### src/dcc_pkg.sv
`default_nettype none

package dcc_pkg;

	// register addresses on the special-function-register bus
	localparam logic [7:0] DCC_ADDR_CTRL1  = 8'h9a;
	localparam logic [7:0] DCC_ADDR_CTRL0  = 8'h9b;
	localparam logic [7:0] DCC_ADDR_MODE1  = 8'h9c;
	localparam logic [7:0] DCC_ADDR_MODE0  = 8'h9d;
	localparam logic [7:0] DCC_ADDR_INSEL0 = 8'h9f;
	localparam logic [7:0] DCC_ADDR_INSEL1 = 8'h9e;

	// control register fields
	localparam int DCC_CTL_EN_BIT   = 7;
	localparam int DCC_CTL_OUT_BIT  = 6;
	localparam int DCC_CTL_RISE_BIT = 5;
	localparam int DCC_CTL_FALL_BIT = 4;
	localparam int DCC_CTL_HYP_LSB  = 2;
	localparam int DCC_CTL_HYN_LSB  = 0;

	// mode register fields
	localparam int DCC_MD_RIE_BIT  = 5;
	localparam int DCC_MD_FIE_BIT  = 4;
	localparam int DCC_MD_RESP_LSB = 0;

	// input select fields
	localparam int DCC_MX_NEG_LSB = 4;
	localparam int DCC_MX_POS_LSB = 0;

	// reset values
	localparam logic [7:0] DCC_CTRL_RST  = 8'h00;
	localparam logic [7:0] DCC_MODE_RST  = 8'h02;
	localparam logic [7:0] DCC_INSEL_RST = 8'hff;

	// mode register writable bits
	localparam logic [7:0] DCC_MODE_WMASK = 8'h33;

	// pin index spaces: 24 port pins, 0..7 port 0, 8..15 port 1, 16..23 port 2
	localparam int DCC_PIN_COUNT = 24;

	// hysteresis amounts in millivolts
	localparam logic [4:0] DCC_HYS_OFF  = 5'h00;
	localparam logic [4:0] DCC_HYS_5MV  = 5'h05;
	localparam logic [4:0] DCC_HYS_10MV = 5'h0a;
	localparam logic [4:0] DCC_HYS_20MV = 5'h14;

	// settings handed to one analog comparator
	typedef struct packed {
		logic       enable;
		logic [1:0] responseMode;
		logic [4:0] hysPosMv;
		logic [4:0] hysNegMv;
		logic [4:0] posPinIdx;
		logic [4:0] negPinIdx;
		logic       posValid;
		logic       negValid;
	} dcc_analog_cfg_t;

	// digital results of one comparator
	typedef struct packed {
		logic latchedOut;
		logic rawOut;
		logic irqReq;
		logic wakeReq;
	} dcc_result_t;

endpackage

`default_nettype wire

### src/dcc_channel.sv
`timescale 1ns/1ps
`default_nettype none

module dcc_channel
	import dcc_pkg::*;
(
	input  wire logic             clk_sys,
	input  wire logic             sys_rst,
	input  wire logic             analogResult,
	input  wire logic [7:0]       ctrlWrData,
	input  wire logic             ctrlWr,
	input  wire logic [7:0]       modeWrData,
	input  wire logic             modeWr,
	input  wire logic [7:0]       inselWrData,
	input  wire logic             inselWr,
	output logic      [7:0]       ctrlRd,
	output logic      [7:0]       modeRd,
	output logic      [7:0]       inselRd,
	output dcc_analog_cfg_t       analogCfg,
	output dcc_result_t           result
);

	function automatic logic [4:0] hysDecode(input logic [1:0] code);
		unique case (code)
			2'h0: hysDecode = DCC_HYS_OFF;
			2'h1: hysDecode = DCC_HYS_5MV;
			2'h2: hysDecode = DCC_HYS_10MV;
			2'h3: hysDecode = DCC_HYS_20MV;
		endcase
	endfunction

	// code 0..11 -> pin index; odd selects the odd pins of each port
	function automatic logic [4:0] pinDecode(input logic [3:0] code, input logic odd);
		logic [4:0] port;
		logic [4:0] pos;
		port = {3'h0, code[3:2]};
		pos  = {2'h0, code[1:0], odd};
		pinDecode = 5'((port << 3) + pos);
	endfunction

	logic       enable_q;
	logic       riseFlag_q;
	logic       fallFlag_q;
	logic [1:0] hysPos_q;
	logic [1:0] hysNeg_q;
	logic       rie_q;
	logic       fie_q;
	logic [1:0] resp_q;
	logic [7:0] insel_q;
	logic       sync1_q;
	logic       sync2_q;
	logic       prev_q;
	logic       latched_q;
	logic       riseEdge;
	logic       fallEdge;
	logic       gatedRaw;

	// comparator output is low while disabled
	assign gatedRaw = analogResult & enable_q;

	always_ff @(posedge clk_sys) begin
		if (sys_rst) begin
			enable_q <= DCC_CTRL_RST[DCC_CTL_EN_BIT];
			hysPos_q <= DCC_CTRL_RST[DCC_CTL_HYP_LSB +: 2];
			hysNeg_q <= DCC_CTRL_RST[DCC_CTL_HYN_LSB +: 2];
		end else if (ctrlWr) begin
			enable_q <= ctrlWrData[DCC_CTL_EN_BIT];
			hysPos_q <= ctrlWrData[DCC_CTL_HYP_LSB +: 2];
			hysNeg_q <= ctrlWrData[DCC_CTL_HYN_LSB +: 2];
		end
	end

	always_ff @(posedge clk_sys) begin
		if (sys_rst) begin
			rie_q  <= DCC_MODE_RST[DCC_MD_RIE_BIT];
			fie_q  <= DCC_MODE_RST[DCC_MD_FIE_BIT];
			resp_q <= DCC_MODE_RST[DCC_MD_RESP_LSB +: 2];
		end else if (modeWr) begin
			rie_q  <= modeWrData[DCC_MD_RIE_BIT];
			fie_q  <= modeWrData[DCC_MD_FIE_BIT];
			resp_q <= modeWrData[DCC_MD_RESP_LSB +: 2];
		end
	end

	always_ff @(posedge clk_sys) begin
		if (sys_rst) begin
			insel_q <= DCC_INSEL_RST;
		end else if (inselWr) begin
			insel_q <= inselWrData;
		end
	end

	// two-stage synchroniser, then edge compare
	always_ff @(posedge clk_sys) begin
		if (sys_rst) begin
			sync1_q   <= 1'h0;
			sync2_q   <= 1'h0;
			prev_q    <= 1'h0;
			latched_q <= 1'h0;
		end else begin
			sync1_q   <= gatedRaw;
			sync2_q   <= sync1_q;
			prev_q    <= sync2_q;
			latched_q <= sync2_q;
		end
	end

	assign riseEdge = sync2_q & ~prev_q;
	assign fallEdge = ~sync2_q & prev_q;

	// set wins over a software write; no hardware clear
	always_ff @(posedge clk_sys) begin
		if (sys_rst) begin
			riseFlag_q <= DCC_CTRL_RST[DCC_CTL_RISE_BIT];
			fallFlag_q <= DCC_CTRL_RST[DCC_CTL_FALL_BIT];
		end else begin
			if (riseEdge) begin
				riseFlag_q <= 1'h1;
			end else if (ctrlWr) begin
				riseFlag_q <= ctrlWrData[DCC_CTL_RISE_BIT];
			end
			if (fallEdge) begin
				fallFlag_q <= 1'h1;
			end else if (ctrlWr) begin
				fallFlag_q <= ctrlWrData[DCC_CTL_FALL_BIT];
			end
		end
	end

	always_comb begin
		ctrlRd = 8'h00;
		ctrlRd[DCC_CTL_EN_BIT]           = enable_q;
		ctrlRd[DCC_CTL_OUT_BIT]          = sync2_q;
		ctrlRd[DCC_CTL_RISE_BIT]         = riseFlag_q;
		ctrlRd[DCC_CTL_FALL_BIT]         = fallFlag_q;
		ctrlRd[DCC_CTL_HYP_LSB +: 2]     = hysPos_q;
		ctrlRd[DCC_CTL_HYN_LSB +: 2]     = hysNeg_q;
	end

	always_comb begin
		modeRd = 8'h00;
		modeRd[DCC_MD_RIE_BIT]           = rie_q;
		modeRd[DCC_MD_FIE_BIT]           = fie_q;
		modeRd[DCC_MD_RESP_LSB +: 2]     = resp_q;
	end

	assign inselRd = insel_q;

	always_comb begin
		analogCfg.enable       = enable_q;
		analogCfg.responseMode = resp_q;
		analogCfg.hysPosMv     = hysDecode(hysPos_q);
		analogCfg.hysNegMv     = hysDecode(hysNeg_q);
		analogCfg.negPinIdx    = pinDecode(insel_q[DCC_MX_NEG_LSB +: 4], 1'h1);
		analogCfg.posPinIdx    = pinDecode(insel_q[DCC_MX_POS_LSB +: 4], 1'h0);
		analogCfg.negValid     = ~(insel_q[DCC_MX_NEG_LSB + 3] & insel_q[DCC_MX_NEG_LSB + 2]);
		analogCfg.posValid     = ~(insel_q[DCC_MX_POS_LSB + 3] & insel_q[DCC_MX_POS_LSB + 2]);
	end

	// all uses of the result are available together
	always_comb begin
		result.latchedOut = latched_q;
		result.rawOut     = gatedRaw;
		result.irqReq     = (riseFlag_q & rie_q) | (fallFlag_q & fie_q);
		result.wakeReq    = enable_q & ~sync2_q;
	end

endmodule

`default_nettype wire

### src/dual_comparator_control.sv
// How it works
// - two identical comparator channels; only channel zero feeds reset source
// - each channel gives a latched output and a raw clockless output
// - input select upper nibble picks negative pin, lower nibble positive
// - negative codes 0..11 map to odd pins of ports 0,1,2; 11xx reserved
// - positive codes 0..11 map to even pins of ports 0,1,2; 11xx reserved
// - disabled comparator drives its routed output low
// - high to low output transition sets falling flag
// - low to high output transition sets rising flag
// - edge flags stay set until software writes zero
// - control bit 6 reads current comparator result, read only
// - control bit 7 enables or disables the comparator
// - enabled comparator with low output requests oscillator wake
// - interrupt on rising, falling or both edges
// - control bits 3..2 positive hysteresis: off, 5, 10, 20 mV
// - control bits 1..0 negative hysteresis, same decode
// - rising flag bit 5, falling flag bit 4, software read/write
// - result serves polling, interrupt, wake and port output at once
// - mode bit 5 rising interrupt enable, bit 4 falling enable
// - mode bits 1..0 response mode; mode resets to 0x02

`timescale 1ns/1ps
`default_nettype none

module dual_comparator_control
	import dcc_pkg::*;
(
	input  wire logic             clk_sys,
	input  wire logic             sys_rst,
	input  wire logic [7:0]       sfrAddr,
	input  wire logic             sfrWr,
	input  wire logic [7:0]       sfrWrData,
	output logic      [7:0]       sfrRdData,
	input  wire logic             analogResult0,
	input  wire logic             analogResult1,
	output dcc_analog_cfg_t       analogCfg0,
	output dcc_analog_cfg_t       analogCfg1,
	output logic                  latched_output_zero,
	output logic                  raw_output_zero,
	output logic                  latched_output_one,
	output logic                  raw_output_one,
	output logic                  comparatorIrq0,
	output logic                  comparatorIrq1,
	output logic                  oscWakeReq,
	output logic                  resetSourceOut
);

	logic [7:0]  ctrlRd0;
	logic [7:0]  ctrlRd1;
	logic [7:0]  modeRd0;
	logic [7:0]  modeRd1;
	logic [7:0]  inselRd0;
	logic [7:0]  inselRd1;
	dcc_result_t res0;
	dcc_result_t res1;
	logic [7:0]  rdData_q;

	// two identical channels
	dcc_channel u_chan0 (
		.clk_sys     (clk_sys),
		.sys_rst     (sys_rst),
		.analogResult(analogResult0),
		.ctrlWrData  (sfrWrData),
		.ctrlWr      (sfrWr && (sfrAddr == DCC_ADDR_CTRL0)),
		.modeWrData  (sfrWrData & DCC_MODE_WMASK),
		.modeWr      (sfrWr && (sfrAddr == DCC_ADDR_MODE0)),
		.inselWrData (sfrWrData),
		.inselWr     (sfrWr && (sfrAddr == DCC_ADDR_INSEL0)),
		.ctrlRd      (ctrlRd0),
		.modeRd      (modeRd0),
		.inselRd     (inselRd0),
		.analogCfg   (analogCfg0),
		.result      (res0)
	);

	dcc_channel u_chan1 (
		.clk_sys     (clk_sys),
		.sys_rst     (sys_rst),
		.analogResult(analogResult1),
		.ctrlWrData  (sfrWrData),
		.ctrlWr      (sfrWr && (sfrAddr == DCC_ADDR_CTRL1)),
		.modeWrData  (sfrWrData & DCC_MODE_WMASK),
		.modeWr      (sfrWr && (sfrAddr == DCC_ADDR_MODE1)),
		.inselWrData (sfrWrData),
		.inselWr     (sfrWr && (sfrAddr == DCC_ADDR_INSEL1)),
		.ctrlRd      (ctrlRd1),
		.modeRd      (modeRd1),
		.inselRd     (inselRd1),
		.analogCfg   (analogCfg1),
		.result      (res1)
	);

	// registered read data; unmapped addresses read zero
	always_ff @(posedge clk_sys) begin
		if (sys_rst) begin
			rdData_q <= 8'h00;
		end else begin
			unique case (sfrAddr)
				DCC_ADDR_CTRL0:  rdData_q <= ctrlRd0;
				DCC_ADDR_CTRL1:  rdData_q <= ctrlRd1;
				DCC_ADDR_MODE0:  rdData_q <= modeRd0;
				DCC_ADDR_MODE1:  rdData_q <= modeRd1;
				DCC_ADDR_INSEL0: rdData_q <= inselRd0;
				DCC_ADDR_INSEL1: rdData_q <= inselRd1;
				default:         rdData_q <= 8'h00;
			endcase
		end
	end

	assign sfrRdData           = rdData_q;
	assign latched_output_zero = res0.latchedOut;
	assign raw_output_zero     = res0.rawOut;
	assign latched_output_one  = res1.latchedOut;
	assign raw_output_one      = res1.rawOut;
	assign comparatorIrq0      = res0.irqReq;
	assign comparatorIrq1      = res1.irqReq;
	assign oscWakeReq          = res0.wakeReq | res1.wakeReq;
	// only channel zero offers a reset source
	assign resetSourceOut      = res0.rawOut;

endmodule

`default_nettype wire

### config.mk
export PLATFORM = sky130hd
export DESIGN_NAME = dual_comparator_control
export DESIGN_NICKNAME = d
export VERILOG_FILES = /design/src/dcc_pkg.sv /design/src/dcc_channel.sv /design/src/dual_comparator_control.sv
export SDC_FILE = /design/constraint.sdc
export NUM_CORES = 1
export LEC_CHECK = 0
export BUFFER_PORTS_ARGS = -buffer_cell sky130_fd_sc_hd__buf_2
export CAP_MARGIN = 5
export CELL_PAD_IN_SITES_DETAIL_PLACEMENT = 0
export CELL_PAD_IN_SITES_GLOBAL_PLACEMENT = 1
export CORE_MARGIN = 4
export CORE_UTILIZATION = 34
export CTS_CLUSTER_DIAMETER = 60
export DETAILED_ROUTE_END_ITERATION = 10
export GPL_TIMING_DRIVEN = 1
export PLACE_DENSITY_LB_ADDON = 0.15
export SLEW_MARGIN = 10
export SYNTH_ARGS = -nofsm -noshare
export SYNTH_HDL_FRONTEND = slang
export SYNTH_SLANG_ARGS = --single-unit
### constraint.sdc
create_clock -name clk_sys -period 1.6 [get_ports clk_sys]
set_clock_uncertainty 0.2 [all_clocks]
set_input_delay 0.32 -clock clk_sys [delete_from_list [all_inputs] [get_ports clk_sys]]
set_output_delay 0.32 -clock clk_sys [all_outputs]
set_load 0.1 [all_outputs]
==> flow_summary_export.csv, run 1 <==
group,metric,value,unit
timing,setup_viol,10,
synth,ys_seq_area_share,40.61,%
floorplan,die_w,94.84,um
timing,hold_viol,0,
synth,synth_top_area_share,40.61,%
critical_path,cp_data_required_time,1.08,ns
synth,synthTopCellsByArea,"dfxtp_1 (41%), mux2i_1 (12%), mux4_2 (7.0%), nand2b_1 (6.1%), nor2b_1 (4.9%)",
timing,drv_slew,0,
placed_design,place.port_buffers,82,
pwr,swShare,22.94,%
timing,hold_ws,0.09000,ns
cts,clock_sinks,52,
cts,root_buffer,"clkbuf_8",
critical_path,slowest_stage,"dfxtp_4",
synth,synth_area_per_cell,10.05,um2
detailed_routing,routed_wl,7.191,mm
detailed_routing,drc,0,
run_status,status,"finished, violations left",
grt,grt.total_usage,16.92,%
layout,synthToLayoutAreaGrowth,74.08,%
critical_path,critical_path_peak_fanout,5,
layout,diodes,0,
placed_design,hpwlAfterDp,5.526,mm
critical_path,cp-end-kind,"output port",
critical_path,crit_chain,"nor2b_4 > buf_12",
floorplan,initial_core_util,35.16,%
grt,antenna_found_initial,0,
cts,clk_pin_slew_worst_paths,0.09,ns
detailed_routing,num_vias,2235,
detailed_routing,ant_nets,0,
placed_design,dp_worst_setup_slack,-0.1374,ns
pwr,peakVddDrop,0.0003466,V
synth,syn-cell-area,2564,um2
floorplan,fp.dieH,94.84,um
layout,layout-drive-gt1-share,57.34,%
synth,synth_most_common_cell,"dfxtp_1",
cts,cts_tree,"done",
pwr,power_density,581.8,nW/um2
synth,ys.flop_type,"dfxtp_1",
timing,fin_crit,1.619,ns
synth,yosys.area.top_type,"dfxtp_1",
pwr,p_clk_share,40.2,%
grt,grt_pass1_vias,2260,
pwr,intPower,2.001,mW
synth,async_flop_share,0,%
timing,fmax,617.7,MHz
floorplan,die-area,8994,um2
critical_path,start_kind,"flop",
grt,grt_pass1_wl,11.67,mm
critical_path,cp_top_family,"flip-flops",
grt,grt_remaining_overflow,0,
critical_path,cp.arrival,1.10,ns
detailed_routing,wl_per_cell,15.63,um
cts,cts_buffer_depth,2,
min_path,hp-class,"in -> reg",
layout,post-route-util,61.20,%
floorplan,rows,31,
floorplan,design.core.area,7292,um2
run_status,violations,"setup timing",
synth,ys_ff_latch,52,
detailed_routing,drtPass1Iterations,4,
cts,htreeDepth,2,
pwr,p_switching,0.5957,mW
synth,ys_types,36,
pwr,sequentialPowerShare,49.3,%
timing,grt_setup_unrepaired,"true",
critical_path,max_stage_delay,0.39,ns
cts,clock_latency,0.30,ns
pwr,cellLeakagePower,1.906,nW
critical_path,critPathKind,"reg -> out",
timing,tns,-0.08439,ns
detailed_routing,viasPerCell,4.859,
pwr,pwr-share-comb,10.5,%
cts,numCtsBuffers,5,
grt,grt_max_degree,36,
placed_design,gp_congestion,0.8245,
timing,fin_crit_sh,101.2,%
critical_path,crit_buf_inv,1,
layout,fin_nets,382,
synth,synth_warnings,0,
detailed_routing,drt_iter0_drc,144,
floorplan,io_pins,87,
synth,synth-edff-count,0,
synth,ys_top_cells_by_count,"dfxtp_1 (52), mux2i_1 (32), nor2_1 (30), nand2b_1 (25), nor2b_1 (20)",
synth,synthCells,255,
job,drv_cap,0,
timing,setup_ws,-0.01893,ns
-- routing by layer --
metal	wire length, um	up-vias	share of wire (%)	GRT usage [%]
met5	0	-	0	0
met4	109	0	1.5	4.808
met3	453	9	6.3	4.143
met2	3441	70	48	27.13
met1	3187	1072	44	22.59
li1	-	1084	-	-
-- layout by cell type, fill, tap and decap left out, drive strengths merged, types with 4 or more instances in the layout --
cell,instances
a22oi,4
a31oi,4
and2,6
buf,122
clkbuf,9
conb,4
dfxtp,52
mux2,4
mux2i,32
mux4,8
nand2,4
nand2b,25
nand4,5
nor2,30
nor2b,20
o31ai,6
-- path summary, 6_finish.rpt --
path | end | start | slack [ns] | cells past startpoint
worst max register to register | sfrRdData[0]$_SDFF_PP0_ | u_chan1.hysNeg_q[0]$_SDFFE_PP0P_ | 0.14 | 4
worst max-delay path | analogCfg0[15] | u_chan0.hysNeg_q[1]$_SDFFE_PP0P_ | -0.02 | 2
worst min register to register | u_chan0.sync2_q$_SDFF_PP0_ | u_chan0.sync1_q$_SDFF_PP0_ | 0.24 | 1
worst min-delay path | u_chan1.inselRd[6]$_SDFFE_PP1P_ | sfrWrData[6] | 0.09 | 3
-- power by group through the flow --
stage	clock network, mW	registers, mW	logic (mW)
after floorplan	0	1.34	0.164
after global placement	0	1.33	0.271
after detailed placement	0	1.33	0.273
after CTS	1.07	1.28	0.275
after global routing	1.12	1.28	0.293
final	1.04	1.28	0.274
-- flip-flops by register name (all words and copies together) (netlist names), 2 cells and up --
register,cells
u_chan0.hysNeg_q,2
u_chan0.resp_q,2
u_chan1.inselRd,8
u_chan0.hysPos_q,2
u_chan0.inselRd,8
sfrRdData,8
u_chan1.hysPos_q,2
u_chan1.resp_q,2
u_chan1.hysNeg_q,2
-- kinds of logic after synthesis --
group                  after synthesis  synth area share [%]
AOI/OAI and AO/OA                   17                 4.832
muxes                               44                 21.28
and+or+nand+nor                    108                 26.11
other                                2                0.2929
buffers and inverters               32                 6.881
DFF                                 52                 40.61
-- worst min-delay path: stages --
cell     delay [ns]
buf_2          0.07
nor2_1         0.04
mux2i_1        0.12
-- final cells by class --
cell class	count	area, um2
fill	623	2829
clock buffer	5	68.82
tap	99	123.9
inverter	3	11.26
sequential	52	1111
clock inverter	2	60.06
multi-input combinational	173	1481
timing repair buffer	126	1607
-- repair_timing --
| item | 4_1_cts | 5_1_grt |
|---|---|---|
| endpoints found under the hold margin | 0 | 0 |
| pin swaps | 2 | 0 |
| hold buffers | 0 | 0 |
| resized for setup | 29 | 8 |
| setup endpoints to repair | 22 | 23 |
| buffers inserted | 13 | 3 |
-- metrics by stage --
step                cell area (um2)  cells  power (mW)
floorplan                      2739    257       1.500
global placement               4123    437       1.598
detailed placement             4123    437       1.600
CTS                            4419    457       2.620
global route                   4463    460       2.696
finish                         4463    460       2.597
No activity file was read; power rests on OpenSTA's default activity.
==> run 2, diff against run 1 <==
--- a/config.mk
+++ b/config.mk
@@ -5,7 +5,7 @@
 export SDC_FILE = /design/constraint.sdc
 export NUM_CORES = 1
 export LEC_CHECK = 0
-export BUFFER_PORTS_ARGS = -buffer_cell sky130_fd_sc_hd__buf_2
+export BUFFER_PORTS_ARGS = -buffer_cell sky130_fd_sc_hd__clkbuf_2
 export CAP_MARGIN = 5
 export CELL_PAD_IN_SITES_DETAIL_PLACEMENT = 0
 export CELL_PAD_IN_SITES_GLOBAL_PLACEMENT = 1
==> flow_summary_export.csv, run 2 (synthesized netlist as in run 1, its figures left out) <==
group,metric,value,unit
run_status,status,"finished, violations left",
run_status,violations,"setup timing",
floorplan,initial_core_util,35.16,%
floorplan,fp.dieH,94.84,um
layout,synthToLayoutAreaGrowth,75.21,%
critical_path,start_kind,"flop",
job,drv_cap,0,
critical_path,cp.arrival,1.11,ns
cts,numCtsBuffers,5,
layout,fillCellCount,600,
critical_path,critical_path_peak_fanout,4,
floorplan,io_pins,87,
min_path,hp-class,"in -> reg",
cts,clock_latency,0.30,ns
detailed_routing,wl_per_cell,15.65,um
pwr,pwr-share-comb,12.2,%
timing,grt_setup_unrepaired,"true",
cts,clock_sinks,52,
grt,grt_max_degree,40,
placed_design,place.port_buffers,82,
detailed_routing,drc,0,
detailed_routing,drt_iter0_drc,104,
pwr,peakVddDrop,0.0002946,V
grt,grt_pass1_vias,2213,
detailed_routing,viasPerCell,4.857,
cts,cts_buffer_depth,2,
placed_design,hpwlAfterDp,5.523,mm
placed_design,gp_congestion,0.7860,
layout,fin_nets,375,
detailed_routing,drtPass1Iterations,4,
pwr,cellLeakagePower,1.880,nW
timing,hold_viol,0,
cts,cts_tree,"done",
layout,diodes,0,
min_path,holdCritStartpoint,"sfrWrData[3]",
timing,fmax,614.0,MHz
timing,fin_crit_sh,101.8,%
cts,clk_pin_slew_worst_paths,0.10,ns
timing,setup_viol,9,
pwr,p_clk_share,32.0,%
cts,root_buffer,"clkbuf_8",
pwr,p_switching,0.6068,mW
critical_path,cp_data_required_time,1.08,ns
pwr,sequentialPowerShare,55.8,%
critical_path,r2r_cells,4,
pwr,intPower,1.690,mW
floorplan,rows,31,
detailed_routing,num_vias,2200,
layout,layout.cells.most_common,"buf_12",
pwr,power_density,511.2,nW/um2
min_path,hold_depth,3,
cts,htreeDepth,2,
detailed_routing,ant_nets,0,
grt,grt_pass1_wl,11.48,mm
critical_path,critPathKind,"reg -> out",
critical_path,r2r-end,"sfrRdData[1]$_SDFF_PP0_",
critical_path,ff2ff_setup_slack,0.13,ns
pwr,total_power,2.296,mW
layout,final_cell_mix,"buf_12 (67), mux2i_1 (32), buf_4 (32)",
grt,antenna_found_initial,0,
grt,grt.total_usage,16.56,%
critical_path,cp-end-kind,"output port",
min_path,min_to,"u_chan0.hysPos_q[1]$_SDFFE_PP0P_",
critical_path,r2r_start,"u_chan1.hysNeg_q[1]$_SDFFE_PP0P_",
timing,tns,-0.1721,ns
timing,setup_ws,-0.02874,ns
floorplan,die_w,94.84,um
layout,layout-drive-gt1-share,56.21,%
floorplan,design.core.area,7292,um2
pwr,swShare,26.42,%
timing,drv_slew,0,
detailed_routing,routed_wl,7.089,mm
timing,fin_crit,1.629,ns
floorplan,die-area,8994,um2
grt,grt_remaining_overflow,0,
## run 2: layer usage
layer	global-route usage, %	share of wire (%)
met5	0	0
met2	27.19	48
met3	4.303	6.2
met4	3.846	0.95
met1	21.80	44
## run 2: timing repair
| action | in CTS | in global routing |
|---|---|---|
| hold buffers | 0 | 0 |
| endpoints found under the setup margin | 22 | 19 |
| buffers inserted | 9 | 2 |
| pin swaps | 1 | 0 |
| gates resized for setup | 28 | 3 |
## run 2: worst max-delay path by stage
stage,start,endpoint,depth (start not counted)
detailed placement,sfrAddr[2],u_chan1.hysPos_q[1]$_SDFFE_PP0P_,5
finish,u_chan0.hysNeg_q[1]$_SDFFE_PP0P_,analogCfg0[13],2
global route,u_chan0.hysNeg_q[1]$_SDFFE_PP0P_,analogCfg0[13],2
floorplan,u_chan1.hysNeg_q[0]$_SDFFE_PP0P_,analogCfg1[12],1
global placement,sfrAddr[2],u_chan1.hysPos_q[1]$_SDFFE_PP0P_,5
CTS,u_chan1.hysNeg_q[0]$_SDFFE_PP0P_,analogCfg1[12],2
## run 2: worst max-delay path, cell delays in order, from the launching register on
cell and delay [ns]:
dfxtp_4 0.39, nor2b_4 0.21, buf_12 0.20
## run 2: metrics by stage
step / area (um2) / util, % / setup slack, ns / hold slack (ns) / cells
after global routing: 4492 / 61.60 / -0.06537 / 0.09697 / 453
final: 4492 / 61.60 / -0.02874 / 0.08214 / 453
after global placement: 4253 / 58.32 / -0.1195 / 0.2176 / 435
after CTS: 4473 / 61.34 / -0.03591 / 0.07813 / 451
after floorplan: 2739 / - / -0.1882 / 0.2138 / 257
after detailed placement: 4253 / 58.32 / -0.1472 / 0.2292 / 435
## run 2: cell type report
type	count	area [um2]	area share (%)
clock buffer	5	68.82	1.532
clock inverter	2	12.51	0.2786
inverter	3	13.76	0.3064
multi-input combinational	173	1481	32.98
sequential	52	1110	24.71
tap	99	123.9	2.758
timing repair buffer	119	1682	37.44
## run 2: power groups by stage
stage / registers, mW / clock network (mW) / logic (mW)
after floorplan: 1.34 / 0 / 0.164
after global placement: 1.33 / 0 / 0.277
after detailed placement: 1.33 / 0 / 0.279
after CTS: 1.28 / 0.746 / 0.281
after global routing: 1.28 / 0.790 / 0.299
final: 1.28 / 0.736 / 0.280
==> run 3, diff against run 2 <==
--- a/config.mk
+++ b/config.mk
@@ -9,12 +9,14 @@
 export CAP_MARGIN = 5
 export CELL_PAD_IN_SITES_DETAIL_PLACEMENT = 0
 export CELL_PAD_IN_SITES_GLOBAL_PLACEMENT = 1
+export CORE_ASPECT_RATIO = 0.9
 export CORE_MARGIN = 4
 export CORE_UTILIZATION = 34
 export CTS_CLUSTER_DIAMETER = 60
 export DETAILED_ROUTE_END_ITERATION = 10
 export GPL_TIMING_DRIVEN = 1
 export PLACE_DENSITY_LB_ADDON = 0.15
+export REMOVE_ABC_BUFFERS = 1
 export SLEW_MARGIN = 10
 export SYNTH_ARGS = -nofsm -noshare
 export SYNTH_HDL_FRONTEND = slang
==> flow_summary_export.csv, run 3 (synthesized netlist as in run 1, its figures left out) <==
group,metric,value,unit
run_status,status,"finished, violations left",
run_status,violations,"setup timing",
timing,hold_ws,0.09982,ns
critical_path,r2r_cells,4,
detailed_routing,routed_wl,7.235,mm
cts,clock_latency,0.31,ns
critical_path,slowest_stage,"dfxtp_2",
grt,grt_max_degree,40,
floorplan,die-area,8996,um2
critical_path,ff2ff_setup_slack,0.09,ns
layout,diodes,0,
detailed_routing,drtPass1Iterations,4,
critical_path,critPathLaunch,"u_chan1.enable_q$_SDFFE_PP0P_",
detailed_routing,viasPerCell,4.813,
floorplan,fp.dieH,90.38,um
timing,setup_viol,5,
detailed_routing,drc,0,
pwr,total_power,2.283,mW
timing,grt_setup_unrepaired,"true",
cts,cts_buffer_depth,2,
layout,fin_nets,387,
placed_design,gp_congestion,0.8565,
min_path,hold_depth,3,
layout,post-route-util,62.38,%
critical_path,start_kind,"flop",
placed_design,place_inst,440,
layout,layout-drive-gt1-share,52.73,%
placed_design,hpwlAfterDp,5.592,mm
floorplan,io_pins,87,
layout,stdcell_count,459,
cts,htreeDepth,2,
layout,final_cell_mix,"buf_12 (65), buf_4 (42), mux2i_1 (32)",
cts,clk_pin_slew_worst_paths,0.09,ns
detailed_routing,wl_per_cell,15.76,um
timing,tns,-0.1218,ns
grt,grt_pass1_vias,2399,
placed_design,place.port_buffers,82,
pwr,cellLeakagePower,1.931,nW
critical_path,cp_data_required_time,1.08,ns
detailed_routing,num_vias,2209,
timing,hold_viol,0,
floorplan,design.core.area,7184,um2
layout,layout.cells.most_common,"buf_12",
floorplan,die_w,99.53,um
pwr,sequentialPowerShare,56.3,%
critical_path,cp.arrival,1.14,ns
timing,setup_ws,-0.06184,ns
cts,cts_tree,"done",
pwr,peakVddDrop,0.0003218,V
floorplan,rows,29,
critical_path,critical_path_peak_fanout,2,
floorplan,initial_core_util,35.68,%
pwr,p_switching,0.5887,mW
min_path,min_to,"u_chan0.inselRd[6]$_SDFFE_PP1P_",
min_path,hp-class,"in -> reg",
job,drv_cap,0,
pwr,p_clk_share,31.4,%
cts,root_buffer,"clkbuf_8",
pwr,swShare,25.78,%
cts,clock_sinks,52,
grt,antenna_found_initial,0,
detailed_routing,drt_iter0_drc,73,
pwr,intPower,1.694,mW
cts,numCtsBuffers,5,
critical_path,cp-end-kind,"output port",
timing,fmax,601.7,MHz
grt,grt.total_usage,16.71,%
placed_design,dp_worst_setup_slack,-0.1800,ns
cts,cts_hold_buf,0,
timing,drv_slew,0,
detailed_routing,ant_nets,0,
critical_path,r2r-end,"sfrRdData[0]$_SDFF_PP0_",
grt,grt_pass1_wl,12.04,mm
pwr,power_density,509.4,nW/um2
critical_path,max_stage_delay,0.36,ns
grt,grt_remaining_overflow,0,
critical_path,critPathKind,"reg -> out",
layout,synthToLayoutAreaGrowth,74.82,%
timing,fin_crit_sh,103.9,%
placed_design,place_area,4179,um2
critical_path,r2r_start,"u_chan0.hysNeg_q[0]$_SDFFE_PP0P_",
layout,final_area,4482,um2
critical_path,crit_chain,"inv_2 > o22ai_2 > buf_4 > buf_12",
timing,fin_crit,1.662,ns
min_path,holdCritStartpoint,"sfrWrData[6]",
pwr,pwr-share-comb,12.2,%
## run 3: cell types whose count changed in the layout (fill, tap and decap cells not counted), moves of 3 or more
cell,previous run,this run
and2_2,3,0
buf_4,32,42
buf_6,0,4
dfxtp_1,17,27
dfxtp_2,25,19
dfxtp_4,10,6
nand2_1,0,4
nand2_4,4,0
## run 3: area by class of cell
type | instances | area, um2
Clock buffer | 6 | 72.57
Clock inverter | 1 | 5.005
Fill cell | 573 | 2703
Inverter | 3 | 11.26
Multi-Input combinational cell | 173 | 1428
Sequential cell | 52 | 1087
Tap cell | 93 | 116.4
Timing Repair Buffer | 131 | 1762
## run 3: routing by layer
layer / track usage (%) / vias up / wire, um
met5: 0 / - / 0
met4: 4.096 / 0 / 76
met3: 4.788 / 6 / 425
met2: 27.24 / 64 / 3490
met1: 21.71 / 1045 / 3244
li1: - / 1094 / -
## run 3: power by group through the flow
stage	Combinational, mW	Sequential [mW]	Clock, mW
2_1_floorplan	0.118	1.34	0
3_3_place_gp	0.277	1.33	0
3_5_place_dp	0.277	1.33	0
4_1_cts	0.278	1.29	0.744
5_1_grt	0.298	1.29	0.782
6_report	0.279	1.29	0.717
## run 3: repair_timing
item | 4_1_cts | 5_1_grt
pin swaps | 4 | 0
resized for setup | 48 | 10
setup buffers | 10 | 2
gates cloned | 0 | 0
endpoints found under the setup margin | 26 | 20
## run 3: critical path: cells and delay by family (launching register included)
family,cells,cell delay (ns)
flip-flops,1,0.36
buffers and inverters,3,0.34
AO/OA/AOI/OAI,1,0.13
## run 3: how the worst max path moves through the flow
| stage | cells after the start | end |
|---|---|---|
| 6_report | 4 | oscWakeReq |
| 5_1_grt | 4 | oscWakeReq |
| 4_1_cts | 2 | analogCfg1[20] |
| 3_5_place_dp | 5 | u_chan1.hysPos_q[1]$_SDFFE_PP0P_ |
| 3_3_place_gp | 5 | u_chan1.hysPos_q[1]$_SDFFE_PP0P_ |
| 2_1_floorplan | 1 | analogCfg1[13] |
